===== src/inc/dma_status_map.svh =====
// Register offsets, field positions and reset values of the DMA status block
`ifndef DMA_STATUS_MAP_SVH
`define DMA_STATUS_MAP_SVH
`define OFF_ACTIVITY      12'h10C
`define OFF_IRQ_ENABLE    12'h110
`define OFF_IRQ_RAW       12'h114
`define OFF_IRQ_MASKED    12'h118
`define OFF_IRQ_CLEAR     12'h11C
`define OFF_IN_ERR_DESC   12'h120
`define OFF_IN_OK_DESC    12'h124
`define OFF_IN_CUR_DESC   12'h128
`define OFF_IN_NEXT_DESC  12'h12C
`define OFF_IN_NEXT_BUF   12'h130
`define OFF_OUT_EOF_BUF   12'h134
`define OFF_OUT_EOF_DESC  12'h138
`define OFF_OUT_CUR_DESC  12'h13C
`define OFF_OUT_NEXT_DESC 12'h140
`define OFF_DMA_CONF      12'h144
`define OFF_FIFO_STATUS   12'h148
`define BIT_RX_ACTIVE     0
`define BIT_FIFO_EMPTY    0
`define BIT_FIFO_FULL     1
`define POS_RX_DESC_LSB   2
`define BIT_EOF_MODE      0
`define BIT_SKIP_INVALID  1
`define ADDR_RESET        32'h0000_0000
`define IRQ_RESET         9'h000
`endif


===== src/inc/dma_status_pkg.sv =====
// Types shared by the DMA interrupt and descriptor status block
package dma_status_pkg;
  localparam int NUM_IRQ = 9;

  typedef enum logic [3:0] {
    IRQ_TX_TOTAL_EOF   = 4'h0,
    IRQ_TX_EOF         = 4'h1,
    IRQ_TX_DONE        = 4'h2,
    IRQ_RX_FRAME_OK    = 4'h3,
    IRQ_RX_FRAME_ERR   = 4'h4,
    IRQ_RX_DONE        = 4'h5,
    IRQ_RX_DESC_FAULT  = 4'h6,
    IRQ_TX_DESC_FAULT  = 4'h7,
    IRQ_RX_DESC_EXHAUST = 4'h8
  } irq_idx_t;

  typedef enum logic [1:0] {
    ST_SETUP  = 2'b01,
    ST_ACCESS = 2'b10
  } bus_state_t;

  // Events and addresses from the descriptor engine
  typedef struct packed {
    logic        tx_total_eof;
    logic        tx_pushed_all;
    logic        tx_popped_all;
    logic        tx_done;
    logic        rx_frame_ok;
    logic        rx_frame_err;
    logic        rx_done;
    logic        rx_desc_fault;
    logic        tx_desc_fault;
    logic        rx_desc_exhausted;
    logic        rx_packet_invalid;
    logic        rx_active;
    logic        fifo_empty;
    logic        fifo_full;
    logic [31:0] rx_cur_desc;
    logic [31:0] rx_next_desc;
    logic [31:0] rx_next_buf;
    logic [31:0] tx_cur_desc;
    logic [31:0] tx_next_desc;
    logic [31:0] tx_cur_buf;
  } engine_status_t;

  typedef struct packed {
    bus_state_t  bus;
    logic        pready;
    logic [31:0] prdata;
    logic        pslverr;
    logic [8:0]  ena;
    logic [8:0]  raw;
    logic        irq;
    logic        eof_mode;
    logic        skip_invalid;
    logic        rx_advance;
    logic [31:0] in_err_desc;
    logic [31:0] in_ok_desc;
    logic [31:0] in_cur_desc;
    logic [31:0] in_next_desc;
    logic [31:0] in_next_buf;
    logic [31:0] out_eof_buf;
    logic [31:0] out_eof_desc;
    logic [31:0] out_cur_desc;
    logic [31:0] out_next_desc;
    logic [2:0]  flags;
  } state_t;
endpackage


===== src/rtl/dma_irq_status.sv =====
// APB register block: DMA interrupt sources and descriptor address capture
//
// Design decision made here: the APB interface to the registers.
`timescale 1ns/1ns
`default_nettype none
`include "dma_status_map.svh"

// Notes on behaviour
// Read/write enable bit per nine sources
// Raw bit sets on event regardless enable
// Masked status equals raw and enable
// Writing one clears descriptor-exhausted interrupt
// Capture inbound descriptor on receive error
// Record last inbound descriptor on good EOF
// Report current inbound descriptor continuously
// Report next inbound descriptor, reset zero
// Report next inbound buffer, reset zero
// Capture outbound buffer address on EOF
// Record last outbound descriptor on EOF
// Report current outbound descriptor continuously
// Status bit shows DMA reading data
// Flag shows receive FIFO empty
// Flag shows receive FIFO full
// Expose low bits of inbound descriptor
// Outbound EOF follows pop or push mode
// Skip to next descriptor on invalid packet
// Other sources clear on write one
// Interrupt output high while masked bit set
// Reset clears addresses and status bits
module dma_irq_status
  import dma_status_pkg::*;
#(
  parameter int ADDR_W = 12
) (
  // Clock and reset
  input  wire logic              clk,
  input  wire logic              rst,
  // APB slave
  input  wire logic              psel,
  input  wire logic              penable,
  input  wire logic              pwrite,
  input  wire logic [ADDR_W-1:0] paddr,
  input  wire logic [31:0]       pwdata,
  input  wire logic [3:0]        pstrb,
  output logic                   pready,
  output logic [31:0]            prdata,
  output logic                   pslverr,
  // Descriptor engine
  input  wire engine_status_t    eng,
  output logic                   rx_advance,
  output logic                   tx_eof_mode,
  // Interrupt
  output logic                   irq
);

  // Offsets up to 0x148 need nine address bits
  if (ADDR_W < 9 || ADDR_W > 32) begin : g_bad_addr_w
    $error("ADDR_W must cover the register map");
  end

  state_t s_r;
  state_t s_nxt;
  logic [8:0]  ev;
  logic [8:0]  clr;
  logic [31:0] rd;
  logic        hit;
  logic        wr_take;
  logic        tx_eof_ev;
  logic [11:0] a;

  assign a = 12'(paddr);

  always_comb begin
    // Outbound EOF source picked by mode
    tx_eof_ev = s_r.eof_mode ? eng.tx_popped_all : eng.tx_pushed_all;
    ev = '0;
    ev[IRQ_TX_TOTAL_EOF]    = eng.tx_total_eof;
    ev[IRQ_TX_EOF]          = tx_eof_ev;
    ev[IRQ_TX_DONE]         = eng.tx_done;
    ev[IRQ_RX_FRAME_OK]     = eng.rx_frame_ok;
    ev[IRQ_RX_FRAME_ERR]    = eng.rx_frame_err;
    ev[IRQ_RX_DONE]         = eng.rx_done;
    ev[IRQ_RX_DESC_FAULT]   = eng.rx_desc_fault;
    ev[IRQ_TX_DESC_FAULT]   = eng.tx_desc_fault;
    ev[IRQ_RX_DESC_EXHAUST] = eng.rx_desc_exhausted;

    hit = 1'b1;
    rd  = 32'h0000_0000;
    case (a)
      `OFF_ACTIVITY:      rd[`BIT_RX_ACTIVE] = s_r.flags[2];
      `OFF_IRQ_ENABLE:    rd[8:0] = s_r.ena;
      `OFF_IRQ_RAW:       rd[8:0] = s_r.raw;
      `OFF_IRQ_MASKED:    rd[8:0] = s_r.raw & s_r.ena;
      `OFF_IRQ_CLEAR:     rd = 32'h0000_0000;
      `OFF_IN_ERR_DESC:   rd = s_r.in_err_desc;
      `OFF_IN_OK_DESC:    rd = s_r.in_ok_desc;
      `OFF_IN_CUR_DESC:   rd = s_r.in_cur_desc;
      `OFF_IN_NEXT_DESC:  rd = s_r.in_next_desc;
      `OFF_IN_NEXT_BUF:   rd = s_r.in_next_buf;
      `OFF_OUT_EOF_BUF:   rd = s_r.out_eof_buf;
      `OFF_OUT_EOF_DESC:  rd = s_r.out_eof_desc;
      `OFF_OUT_CUR_DESC:  rd = s_r.out_cur_desc;
      `OFF_OUT_NEXT_DESC: rd = s_r.out_next_desc;
      `OFF_DMA_CONF: begin
        rd[`BIT_EOF_MODE]     = s_r.eof_mode;
        rd[`BIT_SKIP_INVALID] = s_r.skip_invalid;
      end
      `OFF_FIFO_STATUS: begin
        rd[`BIT_FIFO_EMPTY] = s_r.flags[0];
        rd[`BIT_FIFO_FULL]  = s_r.flags[1];
        rd[`POS_RX_DESC_LSB +: 18] = s_r.in_cur_desc[17:0];
      end
      default: hit = 1'b0;
    endcase

    s_nxt = s_r;
    s_nxt.pready  = 1'b0;
    s_nxt.pslverr = 1'b0;
    wr_take = 1'b0;
    case (s_r.bus)
      ST_SETUP: begin
        if (psel && !penable) begin
          s_nxt.bus = ST_ACCESS;
          s_nxt.pready = 1'b1;
          s_nxt.prdata = pwrite ? 32'h0000_0000 : rd;
          s_nxt.pslverr = !hit;
        end
      end
      ST_ACCESS: begin
        // Access phase completes this edge; the write lands here only
        wr_take = psel && penable && pwrite && hit;
        s_nxt.bus = ST_SETUP;
      end
      default: s_nxt.bus = ST_SETUP;
    endcase

    clr = '0;
    if (wr_take && pstrb[0] && pstrb[1]) begin
      case (a)
        `OFF_IRQ_ENABLE: s_nxt.ena = pwdata[8:0];
        `OFF_IRQ_CLEAR:  clr = pwdata[8:0];
        `OFF_DMA_CONF: begin
          s_nxt.eof_mode     = pwdata[`BIT_EOF_MODE];
          s_nxt.skip_invalid = pwdata[`BIT_SKIP_INVALID];
        end
        default: clr = '0;
      endcase
    end

    // Set wins over a clear in the same cycle
    s_nxt.raw = (s_r.raw & ~clr) | ev;
    s_nxt.irq = |(s_nxt.raw & s_nxt.ena);

    if (eng.rx_frame_err) s_nxt.in_err_desc = eng.rx_cur_desc;
    if (eng.rx_frame_ok) s_nxt.in_ok_desc = eng.rx_cur_desc;
    s_nxt.in_cur_desc   = eng.rx_cur_desc;
    s_nxt.in_next_desc  = eng.rx_next_desc;
    s_nxt.in_next_buf   = eng.rx_next_buf;
    if (tx_eof_ev) begin
      s_nxt.out_eof_buf  = eng.tx_cur_buf;
      s_nxt.out_eof_desc = eng.tx_cur_desc;
    end
    s_nxt.out_cur_desc  = eng.tx_cur_desc;
    s_nxt.out_next_desc = eng.tx_next_desc;
    s_nxt.flags = {eng.rx_active, eng.fifo_full, eng.fifo_empty};
    s_nxt.rx_advance = s_r.skip_invalid && eng.rx_packet_invalid;
  end

  always_ff @(posedge clk or posedge rst) begin
    if (rst) begin
      s_r <= '0;
      s_r.bus <= ST_SETUP;
      s_r.raw <= `IRQ_RESET;
      s_r.in_err_desc <= `ADDR_RESET;
    end else begin
      s_r <= s_nxt;
    end
  end

  assign pready      = s_r.pready;
  assign prdata      = s_r.prdata;
  assign pslverr     = s_r.pslverr;
  assign irq         = s_r.irq;
  assign rx_advance  = s_r.rx_advance;
  assign tx_eof_mode = s_r.eof_mode;

  // One pair of checks per interrupt source
  for (genvar g = 0; g < NUM_IRQ; g++) begin : g_src

  end
endmodule
`default_nettype wire


===== config.mk =====
export PLATFORM = sky130hd
export DESIGN_NAME = dma_irq_status
export DESIGN_NICKNAME = d
export VERILOG_FILES = /design/src/inc/dma_status_pkg.sv /design/src/rtl/dma_irq_status.sv
export VERILOG_INCLUDE_DIRS = /design/src /design/src/inc
export SDC_FILE = /design/constraint.sdc
export NUM_CORES = 1
export LEC_CHECK = 0
export ABC_AREA = 1
export BUFFER_PORTS_ARGS = -buffer_cell sky130_fd_sc_hd__buf_2
export CAP_MARGIN = 20
export CELL_PAD_IN_SITES_DETAIL_PLACEMENT = 1
export CELL_PAD_IN_SITES_GLOBAL_PLACEMENT = 1
export CORE_MARGIN = 2
export CORE_UTILIZATION = 40
export CTS_BUF_LIST = sky130_fd_sc_hd__clkbuf_8
export CTS_CLUSTER_DIAMETER = 60
export CTS_CLUSTER_SIZE = 10
export DETAILED_ROUTE_END_ITERATION = 8
export HOLD_SLACK_MARGIN = 0.03
export MAX_ROUTING_LAYER = met4
export PLACE_DENSITY_LB_ADDON = 0.08
export SLEW_MARGIN = 15
export SYNTH_ARGS = -nofsm -noshare
export SYNTH_HDL_FRONTEND = slang
export SYNTH_SLANG_ARGS = --single-unit

===== constraint.sdc =====
create_clock -name clk -period 23.9 [get_ports clk]
set_input_delay 0 -clock clk [delete_from_list [all_inputs] [get_ports clk]]
set_output_delay 0 -clock clk [all_outputs]
set_load 0.01 [all_outputs]

==> Word level (Yosys, flattened, before mapping) <==
Index checks and enable logic that the tools add are counted.
{ "word_totals": {"ff_bits": 349, "in_bits": 259, "output_inout_bits": 37, "elab_cells": 73} }
{ "classes": {"eq_ne": 19, "muxes": 16, "n_bitwise": 5, "n_reduce_logical": 13} }
{ "ops": {"columns": ["op", "n"], "rows": [
  ["12-bit by 9-bit equality test with 1-bit output, second input constant", 16],
  ["11-bit case mux with 10 select lines", 1],
  ["12-bit case mux with 9 select lines", 1],
  ["7-bit case mux with 13 select lines", 1],
  ["36-bit two-way mux", 1],
  ["9-bit two-way mux", 4],
  ["34-bit two-way mux", 1],
  ["32-bit two-way mux", 1],
  ["9-bit AND", 3],
  ["16-bit OR reduction", 1],
  ["1-bit case mux with 15 select lines", 1],
  ["1-bit case mux with 14 select lines", 1],
  ["9-bit inverter", 1],
  ["9-bit OR", 1],
  ["9-bit OR reduction", 1],
  ["1-bit logical AND", 7],
  ["2-bit AND reduction", 2],
  ["1-bit two-way mux", 3],
  ["2-bit by 1-bit equality test with 1-bit output, second input constant", 1],
  ["2-bit equality test, second input constant", 1],
  ["1-bit logical NOT", 2],
  ["2-bit two-way mux", 1],
  ["2-bit != test, second input constant", 1]
]} }

==> Longest topological paths before layout <==
{ "depth": {"word_depth": 13, "depth_mapped": 18, "depth_no_buf": 16} }

==> Worst setup path before layout <==
No wires, ideal clock.
{ "synth_timing": {"path_type": "flip-flop to flip-flop", "from": "register s_r[347] in the netlist's numbering", "to": "register s_r, in the netlist prdata[20]", "setup_ns": 0.066, "t_arrival_ns": 1.687, "t_required_ns": 23.834, "path_slack_ns": 22.147, "path_stages_with_launch": 10, "path_buffers": 1, "synth_period_minus_slack_ns": 1.753, "cell_sequence": "dfstp_2 -> inv_1 -> nor4_2 -> inv_2 -> nor2_1 -> inv_1 -> a41oi_2 -> buf_2 -> o21ai_0 -> nand2_1"} }
{ "synth_between": {"elab_chain_len": 2} }
{ "synth_rtl": {"columns": ["element", "line_no", "text"], "rows": [
  ["start: declaration", "dma_irq_status.sv:61", "state_t s_r;"],
  ["start signal: assignment", "dma_irq_status.sv:176", "s_r <= s_nxt;"],
  ["2-bit by 1-bit equality test with 1-bit output", "dma_irq_status.sv:120", "case (s_r.bus)"],
  ["2-bit AND reduction (no line)", null, null]
]} }
Every way passes these cells.
A chain may end at the register's enable or synchronous reset.

==> Worst setup path after layout <==
{ "layout_timing": {"from": "register s_r, in the netlist tx_eof_mode", "to": "register s_r[118] in the netlist's numbering"} }
{ "layout_between": {"elab_chain_len": 1} }
{ "layout_rtl": {"columns": ["element", "line_no", "text"], "rows": [
  ["1-bit two-way mux", "dma_irq_status.sv:75", "tx_eof_ev = s_r.eof_mode ? eng.tx_popped_all : eng.tx_pushed_all;"]
]} }
Every way passes these cells.

==> impl.org <==
** Drt
- For this block, the via count after detailed routing is around 13,000.
- Dividing the detail-routed via count by the number of cells gives 5.126.
- Initial DRC count :: roughly 670
- In this run the remaining antenna-violating nets after routing total 0.
- Summed over all layers, the routed wires come to 52,430 um.
- After detailed routing, the average wire length per cell comes to 21.24 um.
- Detailed-routing iteration count for the pre-antenna-repair pass :: 5
- After detailed routing, the number of remaining DRC violations is 0.

** STA
- Final count of negative-setup-slack endpoints :: 0
- Setup tns final :: 0 ps
- Of the available clock period, the critical path in the final layout requires 15.94%.
- Headroom to the max-slew limit came out at 32.61%.
- Setup repair after global routing left no endpoint under its margin.
- Final worst clock skew :: 29.74 ps
- Top achievable clock speed :: 262.6 MHz
- Hold Violations, Final :: 0
- Slew Limit Fails :: 0
- For the pin with the worst max-slew slack, the measured transition is 1011 ps.
- The worst path in the final design needs a cycle of 3808 ps, including I/O delays and setup.

** Logic synthesis
- Yosys printed 0 warnings.
- Distinct cells, synth :: 44
- Syn Nets :: approximately 1,700
- For this run, asynchronously set or reset flops after synthesis account for 100.0%.
- Yosys mapped a number of flops with a built-in enable equal to 0.
- Synth Register Bits :: 349
- The mapped netlist covers 14,210 sq um.
- Post-synthesis sequential area ratio :: 61.47%
- For this run, the leading register cell type out of synthesis is sky130_fd_sc_hd__dfrtp_1.
- Synthesized area divided by synthesized cell count :: 9.792 sq um
- Count of mapped cells out of synthesis :: 1,451

** Cells and area
- NumNets Final :: 2,247
- Leaving out fill and tap cells, the most frequent cell in the layout is sky130_fd_sc_hd__nand2_1.
- Post-Layout Inst Area :: 19,500 sq um
- Highest-count cells in the layout ignoring fill and taps :: sky130_fd_sc_hd__nand2_1 (378), sky130_fd_sc_hd__dfrtp_1 (348), sky130_fd_sc_hd__dlygate4sd3_1 (302), sky130_fd_sc_hd__buf_2 (270), sky130_fd_sc_hd__inv_1 (154)
- Relative to the synthesized area, the layout overhead comes to 37.25%.
- Fraction of layout instances using a drive strength above 1 :: 20.02%

** Power
- Leak pwr :: 9.669 nW
- Dividing total power by cell area gives a power density of 59.60 nW/um^2.
- Per report_power, the combinational group accounts for 10.5% of the total.
- Net switching share of the total power :: approximately 25%
- Clk pwr share :: between 30% and 40%
- Switching component of the power :: approximately 0.30 mW
- Internal power comes to between 0.8 and 0.9 mW.
- Peak supply drop :: 0.05713 mV
- Part of the power in registers :: between 50% and 60%

** Floorplan
- 296 I/O pins were placed.
- Measured along the y axis, the die boundary spans 192.5 um.
- Initial core utilization :: between 40% and 50%
- Die outline width :: 192.5 um
- Area enclosed by the die boundary :: roughly 37,000 sq um
- The total area inside the core boundary comes to between 30,000 and 40,000 sq um.
- Standard-cell row count :: 69

** Clock network
- The later pin in the worst-skew pair is clocked with a latency of 590 ps.
- TritonCTS built the clock tree.
- In this run, post-CTS repair resized a total of 0 instances.
- The clock net in this run drives a total of 349 sinks.
- The longest clock path from root to sink contains 3 buffers.
- Clock-pin transition on the worst setup and hold timing paths :: 90 ps
- Buffers inserted to repair hold after CTS numbered 301.
- TritonCTS created 42 clock buffers.
- Buffers added to address setup during post-CTS repair amount to 0.
- Master cell of the clock root buffer :: sky130_fd_sc_hd__clkbuf_8
- CTS H-tree lvls :: 2

** Global route
- Number of global-route vias before repair :: 14,160
- Summed over all layers, the global routing overflow is 0.
- Total global routing track utilization :: 29.72%
- Maximum number of pins on one net before global-route repair :: roughly 130
- The initial antenna violation count was 8.
- Wire length of the first global-routing pass :: 79,970 um

** Worst setup path
- At the worst endpoint, the required time is 24,370 ps.
- Of all nets on the critical path, the largest fanout is 63.
- Worst path arrival time :: 4280 ps
- Crit path capture type :: flop
- Crit Path Class :: reg -> reg
- STA classifies the critical path startpoint as a flop.

** Placement
- Buffers added on ports :: 270
- Summing all placed instances gives a cell area of approximately 16,000 sq um.
- The congestion estimate from routability-driven global placement came to 0.8648.
- Half-perimeter wire length after detailed placement :: a little under 30,000 um

** Run status
- The run finished with clean final reports.

** Worst hold path
- Worst min path class :: in -> reg

** Job
- Across the run, the number of max-cap violations was 0.
-- layout make-up --
cell class,count,area [sq um]
clock inverters,8,72.57
well taps,461,576.8
flip-flops and latches,349,8735
clock buffers,46,633.1
inverters,171,650.6
diodes,9,22.52
fillers,3981,15810
multi-input cells,835,4297
repair buffers,589,4514
-- power groups by stage --
| stage | sequential [mW] | combinational [mW] | clock, mW |
|---|---|---|---|
| 2_1_floorplan | 0.644 | 0.0403 | 0 |
| 3_3_place_gp | 0.646 | 0.0779 | 0 |
| 3_5_place_dp | 0.647 | 0.0800 | 0 |
| 4_1_cts | 0.635 | 0.119 | 0.413 |
| 5_1_grt | 0.639 | 0.135 | 0.439 |
| 6_report | 0.637 | 0.122 | 0.404 |
-- sequential cells by signal, summed over array words and instances, names as in the netlist --
name,count
rx_advance,1
tx_eof_mode,1
pslverr,1
pready,1
prdata,32
irq,1
s_r,312
-- metal layers --
metal  global-route usage [%]  part of all wire [%]  routed length, um
met1                    35.32                    41              21760
met2                    51.20                    51              26640
met3                    4.328                   4.3               2265
met4                    11.39                   3.4               1768
met5                        -                     0                  0
-- per-stage QoR --
stage          std cells  total power, mW  hold WS [ps]  worst slack [ps]  util (%)
4_1_cts             2457            1.167         30.62             20100     55.08
3_5_place_dp        2102           0.7266         109.4             21010     44.55
2_1_floorplan       1451           0.6842         31.43             14220         -
3_3_place_gp        2102           0.7236         108.0             21020     44.55
6_report            2468            1.162         61.64             20090     55.23
5_1_grt             2467            1.213         47.06             19840     55.22
-- final timing paths --
| kind | slack [ps] | start | endpoint | cells past startpoint |
|---|---|---|---|---|
| setup / recovery | 20090 | tx_eof_mode | s_r[118] | 9 |
| hold / removal | 60 | eng[155] | s_r[190] | 2 |
| setup reg to reg | 20090 | tx_eof_mode | s_r[118] | 9 |
| hold reg to reg | 480 | s_r[241] | s_r[241] | 2 |
| max in group asynchronous | 22200 | rst | prdata[0] | 4 |
| min in group asynchronous | 110 | rst | s_r[113] | 3 |
-- synth_stat cells, types with 3 or more instances --
master	number	area [sq um]
sky130_fd_sc_hd__buf_2	18	90.09
sky130_fd_sc_hd__nor2_1	47	176.4
sky130_fd_sc_hd__a21o_1	10	75.07
sky130_fd_sc_hd__nor2_2	5	31.28
sky130_fd_sc_hd__clkbuf_1	39	146.4
sky130_fd_sc_hd__nand3_2	9	90.09
sky130_fd_sc_hd__o221ai_1	3	26.28
sky130_fd_sc_hd__a21oi_1	32	160.2
sky130_fd_sc_hd__o22ai_1	22	137.6
sky130_fd_sc_hd__a31oi_1	14	87.58
sky130_fd_sc_hd__nand2_1	378	1419
sky130_fd_sc_hd__nand2_2	6	37.54
sky130_fd_sc_hd__o21ai_0	133	665.6
sky130_fd_sc_hd__nand3_1	46	230.2
sky130_fd_sc_hd__o21ai_1	3	15.01
sky130_fd_sc_hd__nand4_1	24	150.1
sky130_fd_sc_hd__dfrtp_1	348	8708
sky130_fd_sc_hd__o2111ai_1	4	35.03
sky130_fd_sc_hd__a221oi_1	37	324.1
sky130_fd_sc_hd__a22o_1	22	192.7
sky130_fd_sc_hd__nand3_4	5	87.58
sky130_fd_sc_hd__nor4_1	9	56.30
sky130_fd_sc_hd__inv_2	17	63.81
sky130_fd_sc_hd__buf_4	33	247.7
sky130_fd_sc_hd__buf_6	3	33.78
sky130_fd_sc_hd__inv_1	153	574.3
sky130_fd_sc_hd__nor2_4	7	78.83
-- cells by family (layout without fill, tap and decap cells) --
kind of cell / count (synthesis) / count (layout) / synth area share, %
AO/OA/AOI/OAI: 288 / 288 / 12.69
other: 0 / 9 / 0
buffers and inverters: 267 / 814 / 8.357
flip-flops: 349 / 349 / 61.47
AND/OR/NAND/NOR: 547 / 547 / 17.48
-- critical path, cell delays in order (launching register included) --
cell,delay (ps)
sky130_fd_sc_hd__dfrtp_1,450
sky130_fd_sc_hd__or2_2,300
sky130_fd_sc_hd__nand2_1,60
sky130_fd_sc_hd__dlygate4sd3_1,540
sky130_fd_sc_hd__buf_4,310
sky130_fd_sc_hd__clkinv_2,620
sky130_fd_sc_hd__buf_4,570
sky130_fd_sc_hd__nand2_1,170
sky130_fd_sc_hd__nand2_1,60
sky130_fd_sc_hd__dlygate4sd3_1,560
No activity file was read; power rests on OpenSTA's default activity.
